--- config.mk ---
export PLATFORM = sky130hd
export DESIGN_NAME = crypto_status_key_config
export DESIGN_NICKNAME = d
export VERILOG_FILES = /design/src/crypto_pkg.sv /design/src/axi_lite_port.sv /design/src/crypto_status_key_config.sv /design/src/key_source_decode.sv
export SDC_FILE = /design/constraint.sdc
export NUM_CORES = 1
export LEC_CHECK = 0
export ABC_AREA = 1
export BUFFER_PORTS_ARGS = -buffer_cell sky130_fd_sc_hd__buf_2
export CORE_UTILIZATION = 55
export CTS_CLUSTER_DIAMETER = 100
export CTS_CLUSTER_SIZE = 12
export DETAILED_ROUTE_END_ITERATION = 16
export PLACE_DENSITY = 0.79
export SETUP_SLACK_MARGIN = 0.3
export SLEW_MARGIN = 15
export SYNTH_ARGS = -nofsm -noshare
export SYNTH_HDL_FRONTEND = slang
export SYNTH_HIERARCHICAL = 1
export SYNTH_SLANG_ARGS = --single-unit
--- constraint.sdc ---
create_clock -name aclk -period 1.95 [get_ports aclk]
set_input_delay 0 -clock aclk [delete_from_list [all_inputs] [get_ports aclk]]
set_output_delay 0 -clock aclk [all_outputs]
set_load 0.01 [all_outputs]
--- src/crypto_pkg.sv ---
package crypto_pkg;

   localparam int unsigned CLK_PERIOD_NS = 5;
   localparam int unsigned OTP_READ_NS = 100;
   localparam int unsigned OP_NS = 200;
   localparam int unsigned OTP_READ_CYCLES = (OTP_READ_NS + CLK_PERIOD_NS - 1) / CLK_PERIOD_NS;
   localparam int unsigned OP_CYCLES = (OP_NS + CLK_PERIOD_NS - 1) / CLK_PERIOD_NS;
   localparam int unsigned CNT_W = 8;

   localparam logic [7:0] ADDR_STATUS = 8'h00;
   localparam logic [7:0] ADDR_CONTROL = 8'h04;
   localparam logic [7:0] ADDR_CFG_PAGE = 8'h08;
   localparam logic [7:0] ADDR_PROG_DATA = 8'h0C;
   localparam logic [7:0] ADDR_OTP_READ = 8'h10;
   localparam logic [7:0] ADDR_TEXT_B = 8'h14;
   localparam logic [7:0] ADDR_TEXT_A = 8'h18;

   localparam int unsigned ST_BUSY = 7;
   localparam int unsigned ST_TXTA = 6;
   localparam int unsigned ST_ABORT = 5;
   localparam int unsigned ST_WRAP = 4;
   localparam int unsigned ST_MODE = 2;
   localparam int unsigned ST_KEY = 1;
   localparam int unsigned ST_PGM = 0;

   localparam int unsigned CT_GO = 0;
   localparam int unsigned CT_WR = 1;
   localparam int unsigned CT_ON = 2;
   localparam int unsigned CT_MD = 3;
   localparam int unsigned CT_KSRC_LO = 4;
   localparam int unsigned CT_PAGE_LO = 8;
   localparam int unsigned CT_CIPH_LO = 12;
   localparam int unsigned CT_KSIZE_LO = 14;
   localparam int unsigned CT_OP_LO = 16;

   localparam int unsigned CF_KTYPE_LO = 20;
   localparam int unsigned CF_SKEY = 19;
   localparam int unsigned CF_LSRC_LO = 11;
   localparam int unsigned CF_SOURCE_LOCK_BIT = 10;
   localparam int unsigned CF_LOCK_LO = 1;
   localparam int unsigned CF_SWDIS = 0;

   localparam logic [23:0] CFG_RESET = 24'h00_0000;
   localparam logic [3:0] KSRC_SW = 4'h0;
   localparam logic [3:0] KSRC_STORED1 = 4'h1;
   localparam logic [3:0] KSRC_STORED2 = 4'h2;
   localparam logic [3:0] LAST_PAGE = 4'h8;
   localparam logic [3:0] CFG_PAGE_NUM = 4'h0;

   localparam logic [1:0] RESP_OKAY = 2'b00;
   localparam logic [1:0] RESP_SLVERR = 2'b10;

   typedef enum logic [1:0] {CIPH_ECB, CIPH_CBC, CIPH_CFB, CIPH_CTR} cipher_mode_t;
   typedef enum logic [3:0] {OP_ENCRYPT, OP_DECRYPT, OP_SESSION_KEY, OP_KEY_WRAP} op_mode_t;

endpackage

--- src/axi_lite_port.sv ---
`timescale 1ns/100ps
`default_nettype none
module axi_lite_port
   import crypto_pkg::*;
(
   input wire logic aclk,
   input wire logic aresetn,
   input wire logic [7:0] s_awaddr,
   input wire logic s_awvalid,
   output logic s_awready,
   input wire logic [31:0] s_wdata,
   input wire logic [3:0] s_wstrb,
   input wire logic s_wvalid,
   output logic s_wready,
   output logic [1:0] s_bresp,
   output logic s_bvalid,
   input wire logic s_bready,
   input wire logic [7:0] s_araddr,
   input wire logic s_arvalid,
   output logic s_arready,
   output logic [31:0] s_rdata,
   output logic [1:0] s_rresp,
   output logic s_rvalid,
   input wire logic s_rready,
   output logic wr_en,
   output logic [7:0] wr_addr,
   output logic [31:0] wr_data,
   output logic [3:0] wr_strb,
   input wire logic wr_err,
   output logic [7:0] rd_addr,
   input wire logic [31:0] rd_data,
   input wire logic rd_err
);

   logic aw_q, w_q;
   logic [7:0] awaddr_q;
   logic [31:0] wdata_q;
   logic [3:0] wstrb_q;

   assign s_awready = !aw_q && !s_bvalid;
   assign s_wready = !w_q && !s_bvalid;
   assign s_arready = !s_rvalid;
   assign wr_en = aw_q && w_q && !s_bvalid;
   assign wr_addr = awaddr_q;
   assign wr_data = wdata_q;
   assign wr_strb = wstrb_q;
   assign rd_addr = s_araddr;

   always_ff @(posedge aclk) begin
      if (!aresetn) begin
         aw_q <= 1'b0;
         w_q <= 1'b0;
         awaddr_q <= 8'h00;
         wdata_q <= 32'h0000_0000;
         wstrb_q <= 4'h0;
      end else begin
         if (s_awvalid && s_awready) begin
            aw_q <= 1'b1;
            awaddr_q <= s_awaddr;
         end else if (wr_en) begin
            aw_q <= 1'b0;
         end
         if (s_wvalid && s_wready) begin
            w_q <= 1'b1;
            wdata_q <= s_wdata;
            wstrb_q <= s_wstrb;
         end else if (wr_en) begin
            w_q <= 1'b0;
         end
      end
   end

   always_ff @(posedge aclk) begin
      if (!aresetn) begin
         s_bvalid <= 1'b0;
         s_bresp <= RESP_OKAY;
      end else if (wr_en) begin
         s_bvalid <= 1'b1;
         s_bresp <= wr_err ? RESP_SLVERR : RESP_OKAY;
      end else if (s_bready) begin
         s_bvalid <= 1'b0;
      end
   end

   always_ff @(posedge aclk) begin
      if (!aresetn) begin
         s_rvalid <= 1'b0;
         s_rdata <= 32'h0000_0000;
         s_rresp <= RESP_OKAY;
      end else if (s_arvalid && s_arready) begin
         s_rvalid <= 1'b1;
         s_rdata <= rd_data;
         s_rresp <= rd_err ? RESP_SLVERR : RESP_OKAY;
      end else if (s_rready) begin
         s_rvalid <= 1'b0;
      end
   end

endmodule
`default_nettype wire

--- src/crypto_status_key_config.sv ---
`timescale 1ns/100ps
`default_nettype none
module crypto_status_key_config
   import crypto_pkg::*;
(
   input wire logic aclk,
   input wire logic aresetn,
   input wire logic [7:0] s_awaddr,
   input wire logic s_awvalid,
   output logic s_awready,
   input wire logic [31:0] s_wdata,
   input wire logic [3:0] s_wstrb,
   input wire logic s_wvalid,
   output logic s_wready,
   output logic [1:0] s_bresp,
   output logic s_bvalid,
   input wire logic s_bready,
   input wire logic [7:0] s_araddr,
   input wire logic s_arvalid,
   output logic s_arready,
   output logic [31:0] s_rdata,
   output logic [1:0] s_rresp,
   output logic s_rvalid,
   input wire logic s_rready
);

   logic wr_en, wr_err, rd_err;
   logic [7:0] wr_addr, rd_addr;
   logic [31:0] wr_data, rd_data;
   logic [3:0] wr_strb;

   logic go_q, wr_start_q, on_q, md_q;
   logic [3:0] ksrc_q, page_q;
   logic [1:0] cipher_q, ksize_q;
   logic [3:0] op_q;
   logic [23:0] cfg_q, prog_q;
   logic [15:0] text_b_q;
   logic [31:0] text_a_q;
   logic [CNT_W-1:0] op_cnt_q, otp_cnt_q;
   logic otp_rd_q, abort_q, wrap_q;
   logic [3:0] key_source;
   logic mode_fail, key_fail, pgm_fail, otp_rd_req;
   logic ctrl_wr, status_wr, go_wr1, go_wr0, go_start, go_done, go_clear;
   logic op_busy, wrap_event, abort_event, wr_start_ok;
   logic text_a_wr, text_b_wr, prog_wr;
   logic [15:0] status_word;

   axi_lite_port u_port (
      .aclk(aclk),
      .aresetn(aresetn),
      .s_awaddr(s_awaddr),
      .s_awvalid(s_awvalid),
      .s_awready(s_awready),
      .s_wdata(s_wdata),
      .s_wstrb(s_wstrb),
      .s_wvalid(s_wvalid),
      .s_wready(s_wready),
      .s_bresp(s_bresp),
      .s_bvalid(s_bvalid),
      .s_bready(s_bready),
      .s_araddr(s_araddr),
      .s_arvalid(s_arvalid),
      .s_arready(s_arready),
      .s_rdata(s_rdata),
      .s_rresp(s_rresp),
      .s_rvalid(s_rvalid),
      .s_rready(s_rready),
      .wr_en(wr_en),
      .wr_addr(wr_addr),
      .wr_data(wr_data),
      .wr_strb(wr_strb),
      .wr_err(wr_err),
      .rd_addr(rd_addr),
      .rd_data(rd_data),
      .rd_err(rd_err)
   );

   key_source_decode u_ksrc (
      .source_lock_bit(cfg_q[CF_SOURCE_LOCK_BIT]),
      .locked_source_field(cfg_q[CF_LSRC_LO +: 8]),
      .key_source_select(ksrc_q),
      .key_source(key_source)
   );

   function automatic logic addr_known(input logic [7:0] a);
      return a == ADDR_STATUS || a == ADDR_CONTROL || a == ADDR_CFG_PAGE ||
         a == ADDR_PROG_DATA || a == ADDR_OTP_READ || a == ADDR_TEXT_B || a == ADDR_TEXT_A;
   endfunction

   // Byte-lane merge, used by the text and program data registers
   function automatic logic [31:0] merge(input logic [31:0] old, input logic [31:0] d,
                                         input logic [3:0] s);
      logic [31:0] r;
      r = old;
      for (int i = 0; i < 4; i++) begin
         if (s[i]) begin
            r[8*i +: 8] = d[8*i +: 8];
         end
      end
      return r;
   endfunction

   function automatic logic mode_bad(input logic [3:0] op, input logic [1:0] ciph);
      logic bad;
      bad = op > OP_KEY_WRAP;
      if ((op == OP_SESSION_KEY || op == OP_KEY_WRAP) && ciph != CIPH_ECB) begin
         bad = 1'b1;
      end
      return bad;
   endfunction

   assign wr_err = !addr_known(wr_addr);
   assign rd_err = !addr_known(rd_addr);
   assign ctrl_wr = wr_en && wr_addr == ADDR_CONTROL;
   assign status_wr = wr_en && wr_addr == ADDR_STATUS && wr_strb[0];
   assign otp_rd_req = wr_en && wr_addr == ADDR_OTP_READ;
   // Text writes are dropped while busy rather than stalled
   assign text_a_wr = wr_en && wr_addr == ADDR_TEXT_A && !op_busy;
   assign text_b_wr = wr_en && wr_addr == ADDR_TEXT_B && !op_busy;
   assign prog_wr = wr_en && wr_addr == ADDR_PROG_DATA;

   // Checks are pure decode of configuration, so they hold with the engine off
   assign mode_fail = mode_bad(op_q, cipher_q);

   always_comb begin
      key_fail = 1'b0;
      if (cfg_q[CF_SWDIS] && key_source == KSRC_SW) begin
         key_fail = 1'b1;
      end
      // Stored keys one and two share one key type
      if ((key_source == KSRC_STORED1 || key_source == KSRC_STORED2) &&
          ksize_q != cfg_q[CF_KTYPE_LO +: 2]) begin
         key_fail = 1'b1;
      end
      if (cfg_q[CF_SKEY] && key_source == KSRC_STORED1 && op_q != OP_KEY_WRAP) begin
         key_fail = 1'b1;
      end
   end

   always_comb begin
      // Pages past the last one count as reserved
      if (page_q > LAST_PAGE) begin
         pgm_fail = 1'b1;
      end else begin
         pgm_fail = cfg_q[CF_LOCK_LO + 32'(page_q)];
      end
   end

   assign op_busy = go_q && on_q;
   assign go_wr1 = ctrl_wr && wr_strb[0] && wr_data[CT_GO];
   assign go_wr0 = ctrl_wr && wr_strb[0] && !wr_data[CT_GO];
   // Go is refused, not queued: software must read back to see it took
   // Checks see the settings held before this write, so turn the engine on first
   assign go_start = go_wr1 && !go_q && on_q && !md_q && !otp_rd_q && !wrap_q &&
      !abort_q && !mode_fail && !key_fail;
   assign go_done = go_q && op_cnt_q == CNT_W'(1);
   assign abort_event = go_q && go_wr0 && !go_done && !md_q;
   assign wrap_event = go_done && cipher_q == CIPH_CTR && text_b_q == 16'hFFFF;
   assign go_clear = go_q && (go_done || go_wr0 || md_q);
   assign wr_start_ok = ctrl_wr && wr_strb[0] && wr_data[CT_WR] && !otp_rd_q &&
      !mode_fail && !key_fail && !pgm_fail;

   always_ff @(posedge aclk) begin
      if (!aresetn) begin
         on_q <= 1'b0;
         md_q <= 1'b0;
         ksrc_q <= 4'h0;
         page_q <= 4'h0;
         cipher_q <= CIPH_ECB;
         ksize_q <= 2'b00;
         op_q <= OP_ENCRYPT;
      end else if (ctrl_wr) begin
         if (wr_strb[0]) begin
            on_q <= wr_data[CT_ON];
            md_q <= wr_data[CT_MD];
            ksrc_q <= wr_data[CT_KSRC_LO +: 4];
         end
         if (wr_strb[1]) begin
            page_q <= wr_data[CT_PAGE_LO +: 4];
            cipher_q <= wr_data[CT_CIPH_LO +: 2];
            ksize_q <= wr_data[CT_KSIZE_LO +: 2];
         end
         if (wr_strb[2]) begin
            op_q <= wr_data[CT_OP_LO +: 4];
         end
      end
   end

   always_ff @(posedge aclk) begin
      if (!aresetn) begin
         go_q <= 1'b0;
         op_cnt_q <= '0;
      end else if (go_start) begin
         go_q <= 1'b1;
         op_cnt_q <= CNT_W'(OP_CYCLES);
      end else if (go_clear) begin
         go_q <= 1'b0;
         op_cnt_q <= '0;
      end else if (op_busy) begin
         op_cnt_q <= op_cnt_q - CNT_W'(1);
      end
   end

   // Text B counts one block per finished CTR operation
   // Wrap is the roll from all ones back to zero
   always_ff @(posedge aclk) begin
      if (!aresetn) begin
         text_b_q <= 16'h0000;
      end else if (go_done && cipher_q == CIPH_CTR) begin
         text_b_q <= text_b_q + 16'h0001;
      end else if (text_b_wr) begin
         text_b_q <= 16'(merge({16'h0000, text_b_q}, wr_data, wr_strb));
      end
   end

   always_ff @(posedge aclk) begin
      if (!aresetn) begin
         text_a_q <= 32'h0000_0000;
      end else if (text_a_wr) begin
         text_a_q <= merge(text_a_q, wr_data, wr_strb);
      end
   end

   // Event set wins over both clear sources
   always_ff @(posedge aclk) begin
      if (!aresetn) begin
         abort_q <= 1'b0;
      end else if (abort_event) begin
         abort_q <= 1'b1;
      end else if (go_clear || (status_wr && !wr_data[ST_ABORT])) begin
         abort_q <= 1'b0;
      end
   end

   always_ff @(posedge aclk) begin
      if (!aresetn) begin
         wrap_q <= 1'b0;
      end else if (wrap_event) begin
         wrap_q <= 1'b1;
      end else if (go_clear || (status_wr && !wr_data[ST_WRAP])) begin
         wrap_q <= 1'b0;
      end
   end

   always_ff @(posedge aclk) begin
      if (!aresetn) begin
         prog_q <= CFG_RESET;
      end else if (prog_wr) begin
         prog_q <= 24'(merge({8'h00, prog_q}, wr_data, wr_strb));
      end
   end

   // OTP cells only go from 0 to 1, so programming ORs in new bits
   always_ff @(posedge aclk) begin
      if (!aresetn) begin
         cfg_q <= CFG_RESET;
      end else if (wr_start_q && page_q == CFG_PAGE_NUM && !pgm_fail) begin
         cfg_q <= cfg_q | prog_q;
      end
   end

   always_ff @(posedge aclk) begin
      if (!aresetn) begin
         wr_start_q <= 1'b0;
      end else begin
         wr_start_q <= wr_start_ok;
      end
   end

   // Reset starts a read, like the first read after power-on
   // A request during a read is ignored, not restarted
   always_ff @(posedge aclk) begin
      if (!aresetn) begin
         otp_rd_q <= 1'b1;
         otp_cnt_q <= CNT_W'(OTP_READ_CYCLES);
      end else if (otp_rd_req && !otp_rd_q) begin
         otp_rd_q <= 1'b1;
         otp_cnt_q <= CNT_W'(OTP_READ_CYCLES);
      end else if (otp_rd_q) begin
         otp_cnt_q <= otp_cnt_q - CNT_W'(1);
         if (otp_cnt_q == CNT_W'(1)) begin
            otp_rd_q <= 1'b0;
         end
      end
   end

   // Disable masks the live flags; abort and wrap stay visible
   always_comb begin
      status_word = 16'h0000;
      status_word[ST_BUSY] = !md_q && (op_busy || otp_rd_q);
      status_word[ST_TXTA] = !md_q && op_busy;
      status_word[ST_ABORT] = abort_q;
      status_word[ST_WRAP] = wrap_q;
      status_word[ST_MODE] = !md_q && mode_fail;
      status_word[ST_KEY] = !md_q && (key_fail || otp_rd_q);
      status_word[ST_PGM] = !md_q && (pgm_fail || otp_rd_q);
   end

   always_comb begin
      rd_data = 32'h0000_0000;
      unique case (rd_addr)
         ADDR_STATUS: rd_data = {16'h0000, status_word};
         ADDR_CONTROL: begin
            rd_data[CT_GO] = go_q;
            rd_data[CT_WR] = wr_start_q;
            rd_data[CT_ON] = on_q;
            rd_data[CT_MD] = md_q;
            rd_data[CT_KSRC_LO +: 4] = ksrc_q;
            rd_data[CT_PAGE_LO +: 4] = page_q;
            rd_data[CT_CIPH_LO +: 2] = cipher_q;
            rd_data[CT_KSIZE_LO +: 2] = ksize_q;
            rd_data[CT_OP_LO +: 4] = op_q;
         end
         ADDR_CFG_PAGE: rd_data = {8'h00, cfg_q};
         ADDR_PROG_DATA: rd_data = {8'h00, prog_q};
         ADDR_TEXT_B: rd_data = {16'h0000, text_b_q};
         ADDR_TEXT_A: rd_data = text_a_q;
         default: rd_data = 32'h0000_0000;
      endcase
   end

endmodule
`default_nettype wire

--- src/key_source_decode.sv ---
`timescale 1ns/100ps
`default_nettype none
module key_source_decode
   import crypto_pkg::*;
(
   input wire logic source_lock_bit,
   input wire logic [7:0] locked_source_field,
   input wire logic [3:0] key_source_select,
   output logic [3:0] key_source
);

   function automatic logic [3:0] lock_prio(input logic [7:0] f);
      logic [3:0] r;
      r = 4'h0;
      for (int i = 0; i < 7; i++) begin
         if (f[i]) begin
            r = 4'(i + 1);
         end
      end
      if (f[7]) begin
         r = 4'hF;
      end
      return r;
   endfunction

   always_comb begin
      if (source_lock_bit) begin
         key_source = lock_prio(locked_source_field);
      end else begin
         key_source = key_source_select;
      end
   end

endmodule
`default_nettype wire

==> results_dict.tcl, run 1 <==
set metrics [dict create \
    status "complete, no violations" \
    n_antenna_cell 0 \
    finalWeightedCongestion 0.932 \
    layout_worst_path_cycle_share 0.938 \
    hold_violations 0 \
    clock_sinks 217 \
    clk_path_buf_depth 3 \
    yosysSeqAreaShare 0.411 \
    maxCapViolCount 0 \
    drt_iter0_markers 1178 \
    cp.arrival_ps 2250 \
    slew_headroom 0.624 \
    drc 0 \
    crit_path_start_kind "flip-flop" \
    r2r_slack_ps 120 \
    wire_per_inst_um 17.5 \
    syn2layout_area_growth_pct 27.6 \
    worstMarginPinSlew_ps 563 \
    die_y_um 141 \
    ant_nets 0 \
    total_power_w 0.00964 \
    fin_worst_skew_ps 15.1 \
    worstSetupPathType "reg2reg" \
    coreArea_um2 18800 \
    drive_gt1_frac 0.225 \
    timing.critical_path.from "u_port/s_bvalid" \
    clkSlewWorstSetupHoldPaths_ps 70 \
    setup_viol 0 \
    p_leak_nw 5.58 \
    post-route-min-period_ps 1830 \
    final_cell_mix "nor2_1, dfxtp_1, inv_1" \
    worstSetupEndpointType "flip-flop" \
    design_area_um2 13500 \
    vias_per_cell 5.86 \
    routed_wl_um 33300 \
    grt_pass1_vias 10100 \
    htree_levels 1 \
    grt_pass1_wl_um 50500 \
    hp-start "s_arvalid" \
    num_vias 11100 \
    fillerInstances 1398 \
    synth-edff-count 0 \
    io_pins 100 \
    yosysWarningCount 6 \
    overflow 0 \
    min_path_cells 5 \
    clk-insertion-delay-late_ps 520 \
    hpwl_um 19900 \
    min_to "u_port/s_rdata[9]" \
    io_buffer_count 97 \
    avgSynthCellArea_um2 7.12 \
    r2r-end "text_a_q[7]" \
    synth_area_um2 10600 \
    grt_antenna_before_repair 0 \
    start_util 0.563 \
    drv_slew 0 \
    die_w_um 141 \
    layout.nets 1727 \
    grt_max_degree 88 \
    grt_use_total 0.315 \
    cts_tree "yes" \
    p_per_area_nw_per_um2 715 \
    ys_ff_latch 217 \
    regArea_um2 4370 \
    peakVddDrop_mv 0.574 \
    timing.fmax_mhz 546 \
    crit_fanout 8 \
    ys_types 52 \
    rsz0062_at_grt "true" \
    rows 50 \
    cts_made_buffers 22 \
    dpl_cell_area_um2 11200 \
    critical_path_required_ps 2370 \
    synth-main-ff-cell "dfxtp_1" \
    final_common_cell "nor2_1" \
    dr.pass1.iters 6 \
    dieArea_um2 19800 \
    reg2reg_from "u_port/s_bvalid" \
    multi_input_area_um2 5530 \
    cts-root-buf "clkbuf_16" \
    reg2regPathDepth 12 \
    ys_async_sr_fraction 0 \
    syn-instance-count 1484 \
    hp-class "in2reg" \
    setup-tns-final_ps 0 \
]
cell usage after synthesis, types with 3 or more instances:
master / number / area [um2]
dfxtp_1: 217 / 4340
o21ai_1: 4 / 20.0
nor2_4: 7 / 78.8
a21oi_1: 116 / 581
nand4_1: 34 / 213
nor3_2: 3 / 30.0
buf_6: 8 / 90.1
xnor2_1: 8 / 70.1
o221ai_1: 8 / 70.1
inv_2: 9 / 33.8
nor2_2: 6 / 37.5
o22ai_1: 6 / 37.5
inv_1: 184 / 691
nor3_1: 34 / 170
clkbuf_1: 30 / 113
nand3_1: 124 / 621
a211oi_1: 43 / 323
a211oi_2: 6 / 75.1
o211ai_1: 7 / 52.6
buf_2: 22 / 110
buf_1: 7 / 26.3
nor2_1: 245 / 920
nand2_1: 174 / 653
buf_4: 20 / 150
o21ai_0: 109 / 546
ha_1: 7 / 87.6
xor2_1: 12 / 105
area by class of cell:
class | instances | share of cell area
multi-input combinational | 988 | 0.410
sequential | 217 | 0.324
timing repair buffer | 237 | 0.145
inverter | 195 | 0.0551
clock buffer | 24 | 0.0430
tap | 234 | 0.0217
clock inverter | 1 | 0.000835
kinds of logic after synthesis:
logic type / Yosys count / synth area share
compound gates: 311 / 0.171
fa+ha+maj: 7 / 0.00829
simple gates: 645 / 0.276
xor+xnor: 20 / 0.0166
other cells: 1 / 0.000355
buf+inv: 283 / 0.116
flops: 217 / 0.411
flip-flops by register name, summed over array words and instances, names as in the netlist, 4 cells and up:
name / cells
text_a_q: 32
u_port/s_rdata: 32
u_port/wr_data: 32
cfg_q: 24
prog_q: 24
text_b_q: 16
op_cnt_q: 8
otp_cnt_q: 8
u_port/wr_addr: 8
ksrc_q: 4
op_q: 4
page_q: 4
u_port/wr_strb: 4
per-layer routing:
layer | vias up | GRT usage | wire (um)
met5 | - | 0 | 0
met4 | 0 | 0.0967 | 1150
met3 | 102 | 0.0506 | 3020
met2 | 635 | 0.514 | 15200
met1 | 5142 | 0.429 | 13900
li1 | 5226 | - | -
worst max-delay path by stage:
stage               cells past startpoint  slack [ps]                 to
floorplan                              13         290  u_port/s_rdata[0]
CTS                                    11         240           cfg_q[3]
detailed placement                     13          20  u_port/s_rdata[0]
global placement                       13          60  u_port/s_rdata[0]
finish                                 12         120        text_a_q[7]
global route                           12          70        text_a_q[7]
timing repair:
| item | CTS | global route |
|---|---|---|
| pin swaps | 33 | 43 |
| endpoints found under the hold margin | 54 | 0 |
| setup endpoints to repair | 124 | 132 |
| hold buffers | 51 | 0 |
| setup buffers | 22 | 24 |
| resized for setup | 74 | 106 |
| cloned | 2 | 5 |
where the power goes:
group	internal, W	total, W	switching (W)
Clock	0.00209	0.00379	0.00170
Sequential	0.00459	0.00473	0.000141
Combinational	0.000438	0.00112	0.000685
per-stage QoR:
| step | std cells | hold WS (ps) | setup slack, ps | utilization |
|---|---|---|---|---|
| 6_report | 1896 | 137 | 120 | 0.718 |
| 5_1_grt | 1896 | 168 | 70.8 | 0.718 |
| 4_1_cts | 1867 | 126 | 239 | 0.683 |
| 3_5_place_dp | 1767 | 316 | 15.7 | 0.599 |
| 3_3_place_gp | 1767 | 309 | 59.9 | 0.599 |
| 2_1_floorplan | 1485 | 197 | 285 | - |
critical path: stages (launching register included):
cell	delay (ps)
dfxtp_2	330
inv_2	60
nand3_2	80
inv_2	100
inv_2	60
buf_6	130
nor2_4	220
nand2_8	90
buf_12	150
nor2_8	140
buf_6	150
nor2_1	40
a211oi_1	180
(Power assumes the default switching activity.)
==> run 2, diff against run 1 <==
--- a/config.mk
+++ b/config.mk
@@ -11,6 +11,7 @@
 export CTS_CLUSTER_DIAMETER = 100
 export CTS_CLUSTER_SIZE = 12
 export DETAILED_ROUTE_END_ITERATION = 16
+export MAX_ROUTING_LAYER = met4
 export PLACE_DENSITY = 0.79
 export SETUP_SLACK_MARGIN = 0.3
 export SLEW_MARGIN = 15
==> results_dict.tcl, run 2 (synthesized netlist as in run 1, its figures left out) <==
set metrics [dict create \
    status "complete, no violations" \
    clk_path_buf_depth 3 \
    design_area_um2 13900 \
    cp.arrival_ps 2310 \
    setup_viol 0 \
    drv_slew 0 \
    drc 0 \
    wire_per_inst_um 18.6 \
    cp_slowest_cell "dfxtp_1" \
    ant_nets 0 \
    post-route-min-period_ps 1880 \
    dr.pass1.iters 9 \
    syn2layout_area_growth_pct 31.2 \
    p_leak_nw 5.64 \
    num_vias 11300 \
    hp-class "in2reg" \
    path_delay_family "simple AND/OR/NAND/NOR gates" \
    p_per_area_nw_per_um2 695 \
    peakVddDrop_mv 0.651 \
    clock_sinks 217 \
    grt_antenna_before_repair 0 \
    setup-tns-final_ps 0 \
    clkSlewWorstSetupHoldPaths_ps 60 \
    rows 50 \
    worstSetupPathType "reg2reg" \
    maxCapViolCount 0 \
    cts-root-buf "clkbuf_16" \
    die_y_um 141 \
    clk-insertion-delay-late_ps 540 \
    critical_path_required_ps 2380 \
    finalWeightedCongestion 0.971 \
    dieArea_um2 19800 \
    final_cell_mix "nor2_1, dfxtp_1, inv_1" \
    grt_pass1_vias 9930 \
    worstMarginPinSlew_ps 555 \
    io_buffer_count 97 \
    critPathMaxStageDelay_ps 390 \
    routed_wl_um 35400 \
    fin_worst_skew_ps 21.4 \
    timing.fmax_mhz 532 \
    final_common_cell "nor2_1" \
    overflow 0 \
    die_w_um 141 \
    reg2regPathDepth 8 \
    layout_worst_path_cycle_share 0.965 \
    worstPathCellList "inv_1 > nand2_4 > nor3_4 > nand2_8 > buf_6 > nor2_4 > nor2_1 > nor3_1" \
    hold_violations 0 \
    grt_pass1_wl_um 50400 \
    drt_iter0_markers 1480 \
    worst-path-stages 8 \
    start_util 0.563 \
    grt_use_total 0.326 \
    grt_max_degree 88 \
    coreArea_um2 18800 \
    crit_path_start_kind "flip-flop" \
    io_pins 100 \
    hpwl_um 20300 \
    slew_headroom 0.629 \
    crit_fanout 8 \
    worstSetupEndpointType "flip-flop" \
    critical_path_buf_inv_count 2 \
    n_antenna_cell 0 \
    vias_per_cell 5.96 \
    dpl_cell_area_um2 11300 \
    htree_levels 1 \
    rsz0062_at_grt "true" \
    cts_tree "yes" \
    drive_gt1_frac 0.254 \
    total_power_w 0.00963 \
    min_path_cells 5 \
    layout.nets 1729 \
    cts_made_buffers 22 \
]
==> run 2: final cells by class <==
cell class	count	area (um2)
repair buffers	242	2070
fillers	1317	4920
clock buffers	23	554
well taps	234	293
multi-input cells	985	5790
clock inverters	2	27.5
flip-flops and latches	217	4370
inverters	195	746
==> run 2: where the power goes <==
group          leakage [nW]  total (W)  internal (W)  switching [W]
registers              1.78    0.00474       0.00459       0.000155
clock network         0.285    0.00375       0.00202        0.00173
logic                  3.58    0.00114      0.000442       0.000696
total                  5.64    0.00963       0.00705        0.00258
==> run 2: worst min-delay path: cells and delay by family <==
family          cells  cell delay, ps
buf+inv             2             310
compound gates      1             170
simple gates        2             110
==> run 2: timing repair <==
action,CTS,global route
gates cloned,1,8
setup buffers,8,37
setup endpoints to repair,120,123
pin swaps,23,57
hold buffers,51,0
hold endpoints to repair,59,0
resized for setup,60,209
==> run 2: per-stage QoR <==
| step | std cells | hold WS, ps | setup WS, ps | util |
|---|---|---|---|---|
| 2_1_floorplan | 1485 | 197 | 285 | - |
| 3_3_place_gp | 1768 | 309 | 68.2 | 0.600 |
| 3_5_place_dp | 1768 | 310 | -9.06 | 0.600 |
| 4_1_cts | 1853 | 91.7 | 282 | 0.675 |
| 5_1_grt | 1898 | 158 | -40.0 | 0.738 |
| 6_report | 1898 | 105 | 69.1 | 0.738 |
==> run 2: final timing paths <==
kind | startpoint | to | slack, ps
min reg2reg | cfg_q[22] | cfg_q[22] | 460
min | s_arvalid | u_port/s_rdata[29] | 110
max reg2reg | u_port/wr_addr[2] | text_a_q[29] | 70
max | u_port/wr_addr[2] | text_a_q[29] | 70
==> run 2: metal layers <==
layer,global-route usage,vias up,part of all wire
li1,-,5235,-
met1,0.435,5184,0.40
met2,0.501,731,0.45
met3,0.0510,164,0.099
met4,0.118,0,0.047
met5,-,-,0
==> run 3, diff against run 2 <==
--- a/config.mk
+++ b/config.mk
@@ -7,12 +7,14 @@
 export LEC_CHECK = 0
 export ABC_AREA = 1
 export BUFFER_PORTS_ARGS = -buffer_cell sky130_fd_sc_hd__buf_2
-export CORE_UTILIZATION = 55
+export CELL_PAD_IN_SITES_DETAIL_PLACEMENT = 1
+export CELL_PAD_IN_SITES_GLOBAL_PLACEMENT = 1
+export CORE_UTILIZATION = 43
 export CTS_CLUSTER_DIAMETER = 100
 export CTS_CLUSTER_SIZE = 12
 export DETAILED_ROUTE_END_ITERATION = 16
 export MAX_ROUTING_LAYER = met4
-export PLACE_DENSITY = 0.79
+export PLACE_DENSITY = 0.84
 export SETUP_SLACK_MARGIN = 0.3
 export SLEW_MARGIN = 15
 export SYNTH_ARGS = -nofsm -noshare
==> results_dict.tcl, run 3 (synthesized netlist as in run 1, its figures left out) <==
set metrics [dict create \
    hp-class "in2reg" \
    overflow 0 \
    ant_nets 0 \
    clk_path_buf_depth 3 \
    final_util 0.614 \
    worstMarginPinSlew_ps 661 \
    die_y_um 159 \
    fillerInstances 2887 \
    post-route-min-period_ps 2240 \
    syn2layout_area_growth_pct 38.1 \
    grt_pass1_vias 12000 \
    grt_max_degree 80 \
    rsz0062_at_grt "true" \
    maxCapViolCount 0 \
    layout.nets 1767 \
    grt_use_total 0.334 \
    io_buffer_count 97 \
    drive_gt1_frac 0.296 \
    crit_path_start_kind "flip-flop" \
    start_util 0.445 \
    timing.fmax_mhz 447 \
    num_vias 13000 \
    worstSetupEndpointType "flip-flop" \
    cts_made_buffers 22 \
    clock_sinks 217 \
    critical_path_required_ps 2410 \
    multi_input_area_um2 6070 \
    worstSetupPathType "reg2reg" \
    clk-insertion-delay-late_ps 550 \
    setup_viol 16 \
    design_area_um2 14600 \
    min_path_cells 4 \
    routed_wl_um 55600 \
    dp.cells 1864 \
    stdcell_count 2024 \
    preCtsSetupSlack_ps -76.4 \
    peakVddDrop_mv 0.559 \
    dieArea_um2 25200 \
    hold_violations 0 \
    violations "negative setup slack" \
    final_common_cell "nor2_1" \
    crit_fanout 3 \
    p_per_area_nw_per_um2 693 \
    final_cell_mix "nor2_1, dfxtp_1, inv_1" \
    coreArea_um2 23800 \
    hpwl_um 25000 \
    reg2regPathDepth 10 \
    drc 0 \
    worst_slack_ps -287 \
    cp.arrival_ps 2700 \
    vias_per_cell 6.42 \
    status "finished, violations left" \
    grt_pass1_wl_um 65700 \
    layout_worst_path_cycle_share 1.15 \
    p_leak_nw 5.91 \
    dr.pass1.iters 5 \
    htree_levels 1 \
    wire_per_inst_um 27.5 \
    dpl_cell_area_um2 11400 \
    io_pins 100 \
    clkSlewWorstSetupHoldPaths_ps 70 \
    setup-tns-final_ps -1540 \
    rows 56 \
    regArea_um2 4380 \
    finalWeightedCongestion 0.960 \
    die_w_um 159 \
    grt_antenna_before_repair 2 \
    drv_slew 0 \
    fin_worst_skew_ps 39.0 \
    cts-root-buf "clkbuf_16" \
    cts_tree "yes" \
    slew_headroom 0.558 \
    drt_iter0_markers 1410 \
]
-- run 3: changes by cell type in the layout (fill, tap and decap cells not counted), sizes merged --
cell	change
clkbuf	-3
diode	+3
buf	+41
nand2	+1
dlygate4sd3	-1
bufbuf	-1
nor2	+1
-- run 3: critical path, cell delays in order (launching register included) --
cell and delay (ps):
dfxtp_2 340, nor2_4 170, nand3_4 130, buf_12 150, nor3_4 410, nand2_2 120
nor2_4 180, nand3_2 180, o221ai_2 200, nand2_1 160, inv_1 120
-- run 3: report_power, final --
group / internal [W] / switching, W / total, W
clock network: 0.00204 / 0.00198 / 0.00401
registers: 0.00458 / 0.000180 / 0.00476
logic: 0.000449 / 0.000875 / 0.00132
-- run 3: final cells by class --
class | count | share of cell area
multi-input cells | 987 | 0.416
flip-flops and latches | 217 | 0.300
repair buffers | 278 | 0.162
inverters | 195 | 0.0522
clock buffers | 23 | 0.0380
well taps | 319 | 0.0274
clock inverters | 2 | 0.00283
diodes | 3 | 0.000515
-- run 3: routing by layer --
metal / share of wire / vias up / routed length [um] / GRT usage
li1: - / 5308 / - / -
met1: 0.35 / 6222 / 19600 / 0.401
met2: 0.46 / 1070 / 25500 / 0.567
met3: 0.11 / 404 / 6000 / 0.0460
met4: 0.083 / 0 / 4590 / 0.121
met5: 0 / - / 0 / -
-- run 3: path summary, 6_finish.rpt --
kind	from	to	slack, ps
worst max register to register	u_port/wr_addr[6]	text_b_q[6]	-290
worst min-delay path	s_wvalid	u_port/w_q	40
worst min register to register	prog_q[17]	prog_q[17]	460
worst max-delay path	u_port/wr_addr[6]	text_b_q[6]	-290
-- run 3: timing repair --
| action | in CTS | in global routing |
|---|---|---|
| endpoints found under the hold margin | 52 | 0 |
| gates resized for setup | 120 | 231 |
| hold buffers | 50 | 0 |
| gates cloned | 5 | 4 |
| pin swaps | 42 | 70 |
| setup buffers | 32 | 41 |
| setup endpoints to repair | 118 | 132 |
-- run 3: stage by stage --
stage	hold slack, ps	total power [W]
finish	35.1	0.0101
floorplan	197	0.00542
CTS	2.53	0.00964
global route	48.6	0.0103
global placement	316	0.00569
detailed placement	323	0.00574
